`src/hw/bssx_pkg.sv`:
```
// constants for the bit-skip and subtract execution block
package bssx_pkg;
   // ==========================================================
   // instruction encodings
   localparam logic [3:0]  SKIP_CLR_OP  = 4'h6;          // 0110 bbbf ffff
   localparam int          SKIP_OP_LSB  = 8;
   localparam logic [6:0]  SUB_OP       = 7'h05;         // 0000 101f ffff
   localparam int          SUB_OP_LSB   = 5;
   localparam int          BITSEL_LSB   = 5;
   localparam int          BITSEL_W     = 3;
   localparam int          FR_ADDR_W    = 5;
   localparam int          OPCODE_W     = 12;
   localparam int          DATA_W       = 8;
   localparam int          NIBBLE_W     = 4;

   // ==========================================================
   // register map (byte addresses on the apb)
   localparam logic [11:0] EXT_FUSE_CFG_OFS = 12'h000;
   localparam logic [11:0] EXEC_STATUS_OFS  = 12'h004;
   localparam int          FUSE_CF_POS      = 0;
   localparam logic        FUSE_CF_RESET    = 1'b1;
   // status layout: result[7:0], c[8], dc[9], z[10], skip pending[11]
   localparam int          ST_RES_LSB       = 0;
   localparam int          ST_C_POS         = 8;
   localparam int          ST_DC_POS        = 9;
   localparam int          ST_Z_POS         = 10;
   localparam int          ST_SKIP_POS      = 11;

   // ==========================================================
   // sequencer states
   typedef enum logic {
      BSSX_RUN  = 1'b0,
      BSSX_SKIP = 1'b1
   } bssx_state_t;
endpackage : bssx_pkg

```
`src/hw/bssx_exec.sv`:
```
// execution logic for skip-if-bit-clear and subtract-accumulator-from-file
//
// Design decisions made here: the register offsets and the APB slave port.
`timescale 1ns/1ps

module bssx_exec
   import bssx_pkg::*;
#(
   parameter int ADDR_W = 12
) (
   input  wire logic                       i_clk_sys,
   input  wire logic                       i_rst,
   // instruction issue from the decoder
   input  wire logic                       i_issue,
   input  wire logic [bssx_pkg::OPCODE_W-1:0] i_opcode,
   input  wire logic [bssx_pkg::DATA_W-1:0] i_file_register_operand,
   input  wire logic [bssx_pkg::DATA_W-1:0] i_w,
   input  wire logic                       i_carry,
   output logic                            o_ready,
   output logic [bssx_pkg::FR_ADDR_W-1:0]  o_fr_addr,
   // write-back to file and status flags
   output logic                            o_fr_we,
   output logic [bssx_pkg::FR_ADDR_W-1:0]  o_fr_waddr,
   output logic [bssx_pkg::DATA_W-1:0]     o_fr_wdata,
   output logic                            o_flags_we,
   output logic                            o_carry,
   output logic                            o_nibble_borrow_flag,
   output logic                            o_zero,
   output logic                            o_skip,
   // apb slave
   input  wire logic                       psel,
   input  wire logic                       penable,
   input  wire logic                       pwrite,
   input  wire logic [ADDR_W-1:0]          paddr,
   input  wire logic [31:0]                pwdata,
   output logic                            pready,
   output logic                            pslverr,
   output logic [31:0]                     prdata
);
   import bssx_pkg::*;

   // ==========================================================
   // helpers
   function automatic logic [DATA_W:0] sub_borrow(
      input logic [DATA_W-1:0] a,
      input logic [DATA_W-1:0] b,
      input logic              bin
   );
      sub_borrow = {1'b0, a} - {1'b0, b} - {{DATA_W{1'b0}}, bin};
   endfunction : sub_borrow

   function automatic logic reg_hit(input logic [ADDR_W-1:0] a);
      reg_hit = (a == ADDR_W'(EXT_FUSE_CFG_OFS))
             || (a == ADDR_W'(EXEC_STATUS_OFS));
   endfunction : reg_hit

   // read mux for the setup-phase latch; unmapped offsets read zero
   function automatic logic [31:0] read_word(
      input logic [ADDR_W-1:0] a,
      input logic              fuse,
      input logic [DATA_W-1:0] res,
      input logic              c,
      input logic              dc,
      input logic              z,
      input logic              skp
   );
      read_word = '0;
      if (a == ADDR_W'(EXT_FUSE_CFG_OFS)) begin
         read_word[FUSE_CF_POS] = fuse;
      end else if (a == ADDR_W'(EXEC_STATUS_OFS)) begin
         read_word[ST_RES_LSB +: DATA_W] = res;
         read_word[ST_C_POS]             = c;
         read_word[ST_DC_POS]            = dc;
         read_word[ST_Z_POS]             = z;
         read_word[ST_SKIP_POS]          = skp;
      end
   endfunction : read_word

   // ==========================================================
   // state
   bssx_state_t               state;
   logic                      carry_chain_fuse_bit;
   logic                      accept;
   logic                      is_skip_clr;
   logic                      is_sub;
   logic [BITSEL_W-1:0]       bit_sel;
   logic                      tested_bit;
   logic                      borrow_in;
   logic [DATA_W:0]           diff;
   logic [DATA_W:0]           nib_diff;
   logic [DATA_W-1:0]         last_result;
   logic                      skip_take;
   logic                      sub_take;
   logic                      apb_wr;
   logic                      apb_rd_setup;

   // ==========================================================
   // decode
   assign o_ready     = (state == BSSX_RUN);
   assign accept      = i_issue && o_ready;
   assign is_skip_clr = (i_opcode[OPCODE_W-1:SKIP_OP_LSB] == SKIP_CLR_OP);
   assign is_sub      = (i_opcode[OPCODE_W-1:SUB_OP_LSB] == SUB_OP);
   assign bit_sel     = i_opcode[BITSEL_LSB +: BITSEL_W];
   // file address is combinational so the register file can answer
   // within the issue cycle
   assign o_fr_addr   = i_opcode[FR_ADDR_W-1:0];
   assign tested_bit  = i_file_register_operand[bit_sel];
   // one decode of each taken instruction feeds the skip, write-back and flag registers below
   assign skip_take   = accept && is_skip_clr && !tested_bit;
   assign sub_take    = accept && is_sub;

   // programmed-low fuse chains the borrow, default one ignores carry
   assign borrow_in = ~carry_chain_fuse_bit & ~i_carry;
   assign diff      = sub_borrow(i_file_register_operand, i_w, borrow_in);
   // nibble borrow includes the borrow-in, so chained digit flags stay
   // consistent with the byte carry
   assign nib_diff  = sub_borrow({{NIBBLE_W{1'b0}},
                                  i_file_register_operand[NIBBLE_W-1:0]},
                                 {{NIBBLE_W{1'b0}}, i_w[NIBBLE_W-1:0]},
                                 borrow_in);

   // ==========================================================
   // skip sequencer
   // the fetch side must drop the instruction that follows a skip pulse;
   // o_ready low keeps a second issue out of the skipped slot
   always_ff @(posedge i_clk_sys or posedge i_rst) begin
      if (i_rst) begin
         state <= BSSX_RUN;
      end else begin
         unique case (state)
            BSSX_RUN: begin
               if (skip_take) begin
                  state <= BSSX_SKIP;
               end
            end
            BSSX_SKIP: begin
               state <= BSSX_RUN;
            end
         endcase
      end
   end

   always_ff @(posedge i_clk_sys or posedge i_rst) begin
      if (i_rst) begin
         o_skip <= 1'b0;
      end else begin
         o_skip <= skip_take;
      end
   end

   // ==========================================================
   // subtract write-back, single cycle
   // waddr and wdata hold between subtracts so a slow register file
   // may latch them late; only the strobe is a pulse
   always_ff @(posedge i_clk_sys or posedge i_rst) begin
      if (i_rst) begin
         o_fr_we    <= 1'b0;
         o_fr_waddr <= '0;
         o_fr_wdata <= '0;
      end else begin
         o_fr_we <= sub_take;
         if (sub_take) begin
            o_fr_waddr <= i_opcode[FR_ADDR_W-1:0];
            o_fr_wdata <= diff[DATA_W-1:0];
         end
      end
   end

   // flags move only on subtract; the skip instruction never touches them
   always_ff @(posedge i_clk_sys or posedge i_rst) begin
      if (i_rst) begin
         o_flags_we           <= 1'b0;
         o_carry              <= 1'b0;
         o_nibble_borrow_flag <= 1'b0;
         o_zero               <= 1'b0;
         last_result          <= '0;
      end else begin
         o_flags_we <= sub_take;
         if (sub_take) begin
            o_carry              <= ~diff[DATA_W];
            o_nibble_borrow_flag <= ~nib_diff[NIBBLE_W];
            o_zero               <= (diff[DATA_W-1:0] == '0);
            last_result          <= diff[DATA_W-1:0];
         end
      end
   end

   // ==========================================================
   // apb slave: zero wait states, read data latched in setup phase
   assign pready  = 1'b1;
   assign pslverr = psel && penable && !reg_hit(paddr);
   // the status word reads the flags as held, not as pending
   assign apb_wr       = psel && penable && pwrite;
   assign apb_rd_setup = psel && !penable && !pwrite;

   always_ff @(posedge i_clk_sys or posedge i_rst) begin
      if (i_rst) begin
         carry_chain_fuse_bit <= FUSE_CF_RESET;
      end else if (apb_wr && paddr == ADDR_W'(EXT_FUSE_CFG_OFS)) begin
         carry_chain_fuse_bit <= pwdata[FUSE_CF_POS];
      end
   end

   always_ff @(posedge i_clk_sys or posedge i_rst) begin
      if (i_rst) begin
         prdata <= '0;
      end else if (apb_rd_setup) begin
         prdata <= read_word(paddr, carry_chain_fuse_bit, last_result,
                             o_carry, o_nibble_borrow_flag, o_zero,
                             state == BSSX_SKIP);
      end
   end
endmodule : bssx_exec

```
`config.mk`:
```
export PLATFORM = sky130hd
export DESIGN_NAME = bssx_exec
export DESIGN_NICKNAME = d
export VERILOG_FILES = /design/src/hw/bssx_pkg.sv /design/src/hw/bssx_exec.sv
export SDC_FILE = /design/constraint.sdc
export NUM_CORES = 1
export LEC_CHECK = 0
export ABC_AREA = 1
export BUFFER_PORTS_ARGS = -buffer_cell sky130_fd_sc_hd__buf_2
export CAP_MARGIN = 20
export CORE_ASPECT_RATIO = 1.75
export CORE_MARGIN = 5
export CORE_UTILIZATION = 47
export DETAILED_ROUTE_END_ITERATION = 8
export GPL_TIMING_DRIVEN = 1
export PLACE_DENSITY = 0.87
export SLEW_MARGIN = 40
export SYNTH_ARGS = -nofsm -noshare
export SYNTH_HDL_FRONTEND = slang
export SYNTH_SLANG_ARGS = --single-unit
```
`constraint.sdc`:
```
create_clock -name i_clk_sys -period 4.5 [get_ports i_clk_sys]
set_input_delay 0.9 -clock i_clk_sys [delete_from_list [all_inputs] [get_ports i_clk_sys]]
set_output_delay 0.9 -clock i_clk_sys [all_outputs]
set_load 0.01 [all_outputs]
```
# Word level (Yosys, flattened, before mapping)
# Cells that the tools add are included.
# word_totals
regBits,32
in_bits,79
out_inout_bits,59
wordCells,48
# op_classes
n_addsub,4
order_cmp,1
n_eq_ne,3
mux,7
n_bitwise,6
reduce_logical,17
# op_table
op,count
$eq A12 B3 Y1 const B,1
$logic_not A12 Y1,1
$mux W12,1
$mux W11,1
$logic_and A1 B1 Y1,10
$sub A8 B8 Y9,1
$sub A9 B1 Y9,1
$logic_not A8 Y1,1
$eq A7 B3 Y1 const B,1
$not A1 Y1,5
$sub A4 B4 Y5,1
$sub A5 B2 Y5,1
$eq A4 B3 Y1 const B,1
$logic_not A1 Y1,4
$lt A3 B4 Y1 const B,1
$bmux W1 S3,1
$mux W1,3
$pmux W1 S2,1
$and A1 B1 Y1,1
$logic_or A1 B1 Y1,1

# Longest topological paths before layout
# Gate-level depths: netlist of the first run.
# logic_depth
ltp_word,6
depth_mapped,14
ltp_nobuf,14

# Worst setup path before layout of the first run
# Ideal clock, no wire load.
# synth_timing
path_type,in2reg
startpoint,input port i_carry
endpoint,register o_zero
setup_ns,0.116
arrival_time_ns,2.384
path_slack_ns,2.000
cell_stages,13
n_path_buf,0
path_cell_list,or2_2 -> fa_1 -> ha_1 -> nand2_1 -> nand3_1 -> nand2_1 -> nand2_1 -> nand2_1 -> nand2_1 -> nand2_1 -> nor2_1 -> nand2_1 -> nand2_1
# synth_via
elab_chain_cells,4
# synth_lines
element,line,source
"start, declared",bssx_exec.sv:18,"input wire logic i_carry,"
$not A1 Y1,bssx_exec.sv:113,assign borrow_in = ~carry_chain_fuse_bit & ~i_carry;
$and A1 B1 Y1,bssx_exec.sv:113,
$sub A9 B1 Y9,bssx_exec.sv:49,"sub_borrow = {1'b0, a} - {1'b0, b} - {{DATA_W{1'b0}}, bin};"
$logic_not A8 Y1,bssx_exec.sv:182,o_zero <= (diff[DATA_W-1:0] == '0);
"end signal, assigned",bssx_exec.sv:182,
"end, declared",bssx_exec.sv:28,"output logic o_zero,"
# No other way between the ends.
# A chain may end at the register's enable or synchronous reset.

# Final worst setup path of the first run
# Ends and elaborated chain as after synthesis.

==> results of run 1 <==
[placed cells by master, fill, tap and decap left out, types with 3 or more instances in the layout]
master                     instances
sky130_fd_sc_hd__nand3_1           5
sky130_fd_sc_hd__ha_1             12
sky130_fd_sc_hd__o31ai_2           4
sky130_fd_sc_hd__inv_2             3
sky130_fd_sc_hd__nor2_1           11
sky130_fd_sc_hd__a21oi_1           9
sky130_fd_sc_hd__inv_1            42
sky130_fd_sc_hd__conb_1           21
sky130_fd_sc_hd__nand4_1           4
sky130_fd_sc_hd__o21ai_1           8
sky130_fd_sc_hd__dfrtp_1          31
sky130_fd_sc_hd__clkbuf_8          6
sky130_fd_sc_hd__nand3b_1          3
sky130_fd_sc_hd__nand2_1          83
sky130_fd_sc_hd__o21ai_0          11
sky130_fd_sc_hd__buf_2            85
[cell families (layout without fill, tap and decap cells)]
group           count (synthesis)  in the layout
fa+ha+maj                      14             14
simple gates                  115            115
other cells                     2             21
flops                          32             32
xor+xnor                        3              3
compound gates                 39             39
buf+inv                        78            140
[critical path, stage by stage]
cell,delay [ns]
sky130_fd_sc_hd__buf_2,0.09
sky130_fd_sc_hd__or2_2,0.28
sky130_fd_sc_hd__fa_1,0.40
sky130_fd_sc_hd__inv_1,0.08
sky130_fd_sc_hd__fa_1,0.21
sky130_fd_sc_hd__nand2_1,0.06
sky130_fd_sc_hd__nand2_1,0.07
sky130_fd_sc_hd__nand2_1,0.12
sky130_fd_sc_hd__nand2_1,0.11
sky130_fd_sc_hd__nand2_1,0.05
sky130_fd_sc_hd__nand2_1,0.06
sky130_fd_sc_hd__nand2_1,0.06
sky130_fd_sc_hd__nor2_1,0.10
sky130_fd_sc_hd__nand2_1,0.06
sky130_fd_sc_hd__nand2_1,0.05
[flip-flops by register name (all words and copies together), names as in the netlist]
signal,count
o_zero,1
o_flags_we,1
o_nibble_borrow_flag,1
carry_chain_fuse_bit,1
o_fr_waddr,5
o_carry,1
o_fr_wdata,8
o_skip,1
state,1
prdata,12
[report_power, final]
part / leakage, nW / internal [mW] / switching [mW]
clock network: 0.0455 / 0.125 / 0.0962
registers: 0.426 / 0.303 / 0.00986
logic: 1.07 / 0.0701 / 0.111
total: 1.54 / 0.497 / 0.217
[per-stage QoR]
step                      cells  hold slack, ns
after global placement      408           0.459
after CTS                   416           0.478
final                       416           0.475
after floorplan             302           0.480
after global routing        416           0.506
after detailed placement    408           0.461
[cell type report]
cell class | count | area share, %
Inverter | 47 | 7.02
Multi-Input combinational cell | 192 | 40.2
Tap cell | 52 | 2.48
Clock buffer | 8 | 3.44
Sequential cell | 32 | 30.6
Timing Repair Buffer | 85 | 16.2
[how the worst min path moves through the flow]
stage / end
2_1_floorplan: carry_chain_fuse_bit
3_3_place_gp: o_fr_waddr[1]
3_5_place_dp: o_fr_waddr[3]
4_1_cts: o_fr_waddr[3]
5_1_grt: prdata[6]
6_report: o_fr_waddr[3]
[metal layers]
metal / track usage [%] / routed length, um / vias up
met3: 1.54 / 249 / 17
met1: 13.8 / 1530 / 897
met2: 31.5 / 2850 / 62
li1: - / - / 997
met4: 9.64 / 203 / 0
met5: 0 / 0 / -
==> flow_summary.json, run 1 <==
{
  "layout.filler_cells": 447,
  "first_iter_violations": 53,
  "detail_route.drc_violations": 0,
  "multi_input_comb_area_mm2": 0.00105,
  "totalNegativeSetupSlack_ns": 0,
  "max-slew-margin-rel_pct": 57.3,
  "reg2reg_depth": 14,
  "finalWeightedCongestion": 0.794,
  "rsz_0062_raised_after_global_routing": "no",
  "port_buffers": 85,
  "min_path_cells": 2,
  "overflow": 0,
  "synth_compound_gate_area_share_pct": 10.9,
  "reg2reg_slack_ns": 2.36,
  "post_synth_and_or_nand_nor_area_fraction_pct": 23.3,
  "worst_r2r_startpoint": "carry_chain_fuse_bit",
  "area_growth_pct": 18.0,
  "worstReg2RegEnd": "o_zero",
  "clock_net_sink_count": 32,
  "final-setup-viol-count": 0,
  "netlist_top_cells_area": "sky130_fd_sc_hd__dfrtp_1 (35%), sky130_fd_sc_hd__nand2_1 (14%), sky130_fd_sc_hd__buf_4 (9.1%)",
  "cts-buffers-inserted": 5,
  "register_area_um2": 802,
  "power.static_leakage_nw": 1.54,
  "achievable-frequency_mhz": 404,
  "type_of_the_worst_setup_path": "primary input to register",
  "synth_top_family_by_area": "simple AND/OR/NAND/NOR gates",
  "io_pins": 138,
  "timing_hold_violations_final": 0,
  "critical_path_peak_fanout": 4,
  "layout.cell_area.non_filler_mm2": 0.00262,
  "worst_slew_pin_slew_ns": 0.640,
  "final.period_utilization_pct": 55.1,
  "power_density_mw_per_mm2": 272,
  "critical_path.endpoint_type": "register",
  "number_of_global_route_vias_before_repair": 1947,
  "floorplan.die.width_um": 62.0,
  "tritoncts": "done",
  "critical_path.startpoint_type": "primary input",
  "synthCells": 283,
  "maxCapViolCount": 0,
  "ys_warn_count": 0,
  "viasPerCell": 4.74,
  "die_span_in_y_um": 101,
  "final_util_pct": 56.7,
  "synth_sequential_area_ratio_pct": 36.1,
  "clk_pin_slew_ns": 0.06,
  "post_cts_resize_count": 0,
  "min_period_ns": 2.48,
  "cp-endpoint": "o_zero",
  "timing.hold.worst.class": "register to register",
  "num_antenna_cells": 0,
  "grt_max_degree": 33,
  "synth.top_cells.by_count": "sky130_fd_sc_hd__nand2_1 (83), sky130_fd_sc_hd__inv_1 (43), sky130_fd_sc_hd__dfrtp_1 (31)",
  "mean_instance_size_in_the_synthesized_netlist_um2": 7.85,
  "maxSlewViolCount": 0,
  "yosys_register_bits": 32,
  "synth.mux.area_fraction_pct": 0,
  "grt_pass1_wl_mm": 7.60,
  "routed_wl_mm": 4.84,
  "synthXorXnorAreaFrac_pct": 1.18,
  "power.total_mw": 0.714,
  "detail_route.wl_per_cell_um": 11.6,
  "synth_enable_flop_cells": 0,
  "core-area_mm2": 0.00462,
  "cts_max_path_buffers": 2,
  "route.vias.total": 1973,
  "dp.final_hpwl_mm": 4.16,
  "clock_latency_ns": 0.27,
  "setup_ws_ns": 2.02,
  "critical_path_required_ns": 4.72,
  "effective_utilization_at_floorplan_pct": 48.0,
  "asyncSetResetFlopFracSynth_pct": 100,
  "clock_tree.root_cell": "sky130_fd_sc_hd__clkbuf_8",
  "postRouteAntennaNets": 0,
  "placedInstanceArea_mm2": 0.00253,
  "antenna_found_initial": 0,
  "synth_adder_area_share_pct": 8.56,
  "status": "finished clean",
  "worst_ep_arrival_time_ns": 2.69,
  "ir_drop_v": 0.000196,
  "clock-skew-final_ns": 0.000936,
  "row_count": 33,
  "place_ws_ns": 1.74,
  "min_from": "o_fr_waddr[3]",
  "dr.pass1.iters": 4,
  "finish.net_count": 456,
  "post-cts-setup-buffer-count": 0,
  "cts_hold_buf": 0,
  "synthMostInstantiatedCell": "sky130_fd_sc_hd__nand2_1",
  "synth_largest_area_cell": "sky130_fd_sc_hd__dfrtp_1",
  "globalRouteTotalUtil_pct": 16.0,
  "drive_gt1_share_pct": 30.2,
  "synth_largest_type_area_fraction_pct": 34.9,
  "netlist-cell-type-count": 35,
  "ys_dominant_reg_cell": "sky130_fd_sc_hd__dfrtp_1",
  "synthesis.area_mm2": 0.00222,
  "critPathLaunch": "i_carry",
  "cts_max_level": 2,
  "dieArea_mm2": 0.00625
}
(Power assumes the default switching activity.)
==> run 2: changes to the inputs <==
ABC_AREA = 0   (was 1)
CORE_UTILIZATION = 38   (was 47)
PLACE_DENSITY = 0.78   (was 0.87)
clock period = 2 ns   (was 4.5 ns; I/O delays follow)
==> run 2 against run 1 <==
Compared with the run above:
- flip-flop and latch count unchanged
- highest routed layer unchanged
- cell count shrank 13%
- sequential power rose by 120%
- synthesized cell count decreased by 27%
- design area up 2.1%
- clock power up 140%
- synthesized area down 9.8%
- hold slack got worse by 0.30 ns
- register-to-register slack worse by 2.8 ns
- non-clock buffer count is 22 higher
- clock-buffer cell count is the same
- the flow now finishes with violations (negative setup slack)
- core utilization shrank 5.3 points
==> flow_summary.json, run 2 <==
{
  "die_span_in_y_um": 106,
  "ir_drop_v": 0.000237,
  "min_period_ns": 2.48,
  "globalRouteTotalUtil_pct": 14.1,
  "grt_max_degree": 33,
  "ys_warn_count": 0,
  "netlist-cell-type-count": 46,
  "final-setup-viol-count": 7,
  "cts-buffers-inserted": 5,
  "achievable-frequency_mhz": 403,
  "power.total_mw": 1.70,
  "overflow": 0,
  "critical_path.slowest_cell": "sky130_fd_sc_hd__dfstp_2",
  "top_regs": "prdata: 12 flops, o_fr_wdata: 8 flops, o_fr_waddr: 5 flops",
  "final.period_utilization_pct": 124,
  "drive_gt1_share_pct": 44.2,
  "detail_route.drc_violations": 0,
  "clock-skew-final_ns": 0.00853,
  "routed_wl_mm": 4.58,
  "asyncSetResetFlopFracSynth_pct": 100,
  "synthesis.area_mm2": 0.00200,
  "grt_pass1_wl_mm": 7.59,
  "top_register": "prdata",
  "finalWeightedCongestion": 0.812,
  "dr.pass1.iters": 4,
  "num_antenna_cells": 0,
  "clock_tree.root_cell": "sky130_fd_sc_hd__clkbuf_8",
  "finish.net_count": 400,
  "type_of_the_worst_setup_path": "register to register",
  "route.vias.total": 1675,
  "postRouteAntennaNets": 0,
  "yosys_register_bits": 32,
  "first_iter_violations": 48,
  "port_buffers": 85,
  "power_density_mw_per_mm2": 636,
  "cts_hold_buf": 0,
  "clock_net_sink_count": 32,
  "reg2reg_slack_ns": -0.48,
  "largest_register_ffs": 12,
  "dieArea_mm2": 0.00688,
  "power.static_leakage_nw": 1.57,
  "setup_ws_ns": -0.482,
  "row_count": 35,
  "dp.final_hpwl_mm": 4.00,
  "viasPerCell": 4.61,
  "layout.filler_cells": 493,
  "effective_utilization_at_floorplan_pct": 38.4,
  "cts_max_path_buffers": 2,
  "layout.cells.most_common": "sky130_fd_sc_hd__buf_2",
  "placed_cells_incl_taps": 353,
  "status": "finished with violations",
  "number_of_global_route_vias_before_repair": 1729,
  "synthMostInstantiatedCell": "sky130_fd_sc_hd__dfrtp_1",
  "rsz_0062_raised_after_global_routing": "yes",
  "timing_hold_violations_final": 0,
  "core-area_mm2": 0.00521,
  "mean_instance_size_in_the_synthesized_netlist_um2": 9.68,
  "violations_in_the_final_reports": "negative setup slack",
  "timing.hold.worst.class": "primary input to async pin",
  "detail_route.wl_per_cell_um": 12.6,
  "timing.critical_path.cells": "or2_4 -> fa_2 -> buf_6 -> ha_4 -> and2_4 -> buf_6 -> o311ai_4 -> a21oi_2 -> xor2_2 -> mux2_4",
  "antenna_found_initial": 0,
  "critical_path_peak_fanout": 2,
  "clk_pin_slew_ns": 0.07,
  "clock_latency_ns": 0.28,
  "maxCapViolCount": 0,
  "synth_largest_type_area_fraction_pct": 38.7,
  "critical_path.endpoint_type": "register",
  "final_util_pct": 51.4,
  "maxSlewViolCount": 0,
  "post_layout_nonfiller_instances": 363,
  "synth.top_cells.by_count": "sky130_fd_sc_hd__dfrtp_1 (31), sky130_fd_sc_hd__nand2_1 (30), sky130_fd_sc_hd__buf_4 (27)",
  "synth_sequential_area_ratio_pct": 40.0,
  "most_numerous_cell_on_the_critical_path": "sky130_fd_sc_hd__buf_6",
  "floorplan.die.width_um": 64.9,
  "tritoncts": "done",
  "cts_max_level": 2,
  "netlist_top_cells_area": "sky130_fd_sc_hd__dfrtp_1 (39%), sky130_fd_sc_hd__buf_4 (10%), sky130_fd_sc_hd__ha_1 (7.5%)",
  "area_growth_pct": 33.6,
  "layout_common_cells": "sky130_fd_sc_hd__buf_2 (85), sky130_fd_sc_hd__dfrtp_1 (31), sky130_fd_sc_hd__nand2_1 (29)",
  "ys_dominant_reg_cell": "sky130_fd_sc_hd__dfrtp_1",
  "critical-path-max-stage-delay_ns": 0.37,
  "synth_largest_area_cell": "sky130_fd_sc_hd__dfrtp_1",
  "totalNegativeSetupSlack_ns": -1.72,
  "io_pins": 138,
  "critical_path.startpoint_type": "register",
  "critical_path_required_ns": 2.16,
  "synth_enable_flop_cells": 0,
  "synthCells": 207,
  "worst_ep_arrival_time_ns": 2.64
}
run 2: cell count changes after synthesis, sizes merged, moves of 4 or more:
cell   delta
nand3     -6
xor2      +4
a21oi     -7
a21o      +4
nor2     -11
inv      -21
o21ai    -15
nand2    -53
a22o     +11
run 2: metrics by stage:
stage	cell area (um^2)	hold slack [ns]	setup WS, ns
2_1_floorplan	2120	0.505	-0.468
3_3_place_gp	2530	0.455	-0.603
3_5_place_dp	2530	0.461	-0.635
4_1_cts	2650	0.185	-0.522
5_1_grt	2680	0.229	-0.582
6_report	2680	0.178	-0.482
run 2: power breakdown:
part           internal (mW)  switching [mW]  total (mW)  leakage [nW]
clock                  0.313           0.215       0.529        0.0515
sequential             0.681          0.0231       0.704         0.438
combinational          0.231           0.237       0.469          1.08
total                   1.23           0.475        1.70          1.57
run 2: final timing paths:
kind / end / cells after the start / start
worst max-delay path: o_fr_wdata[7] / 10 / carry_chain_fuse_bit
max in group asynchronous: carry_chain_fuse_bit / 3 / i_rst
worst max register to register: o_fr_wdata[7] / 10 / carry_chain_fuse_bit
min in group i_clk_sys: o_fr_waddr[0] / 3 / i_opcode[0]
worst min register to register: o_fr_waddr[0] / 2 / o_fr_waddr[0]
worst min-delay path: o_flags_we / 3 / i_rst
run 2: cell families (layout without fill, tap and decap cells):
kind of cell / count (synthesis) / after routing / synth area share [%]
adders and majority gates: 14 / 14 / 9.49
buffers and inverters: 58 / 140 / 16.4
AOI/OAI and AO/OA: 29 / 29 / 11.1
and+or+nand+nor: 58 / 58 / 14.6
muxes: 7 / 7 / 4.93
other: 2 / 21 / 0.375
DFF: 32 / 32 / 40.0
xor gates and xnor gates: 7 / 7 / 3.06
run 2: worst max-delay path: cells and delay by family, from the launching register on:
kind	cells	cell delay [ns]
muxes	1	0.26
buffers and inverters	2	0.24
xor gates and xnor gates	1	0.16
AOI/OAI and AO/OA	2	0.40
and+or+nand+nor	2	0.38
DFF	1	0.37
adders and majority gates	2	0.55
run 2: final cells by class:
class | instances | area [um^2] | share of cell area, %
tap | 55 | 68.8 | 2.57
sequential | 32 | 802 | 30.0
multi-input combinational | 136 | 1010 | 37.9
timing repair buffer | 107 | 598 | 22.3
inverter | 25 | 93.8 | 3.51
clock buffer | 8 | 100 | 3.74
run 2: repair_timing:
action / in CTS / in global routing
pin swaps: 3 / 3
setup buffers: 0 / 2
gates resized for setup: 5 / 2
endpoints found under the setup margin: 7 / 8
endpoints found under the hold margin: 0 / 0
run 2: metal layers:
layer | up-vias | wire [um] | track usage (%)
met5 | - | 0 | 0
met4 | 0 | 72 | 6.35
met3 | 5 | 255 | 2.64
met2 | 52 | 2730 | 28.6
met1 | 776 | 1520 | 12.7
li1 | 842 | - | -
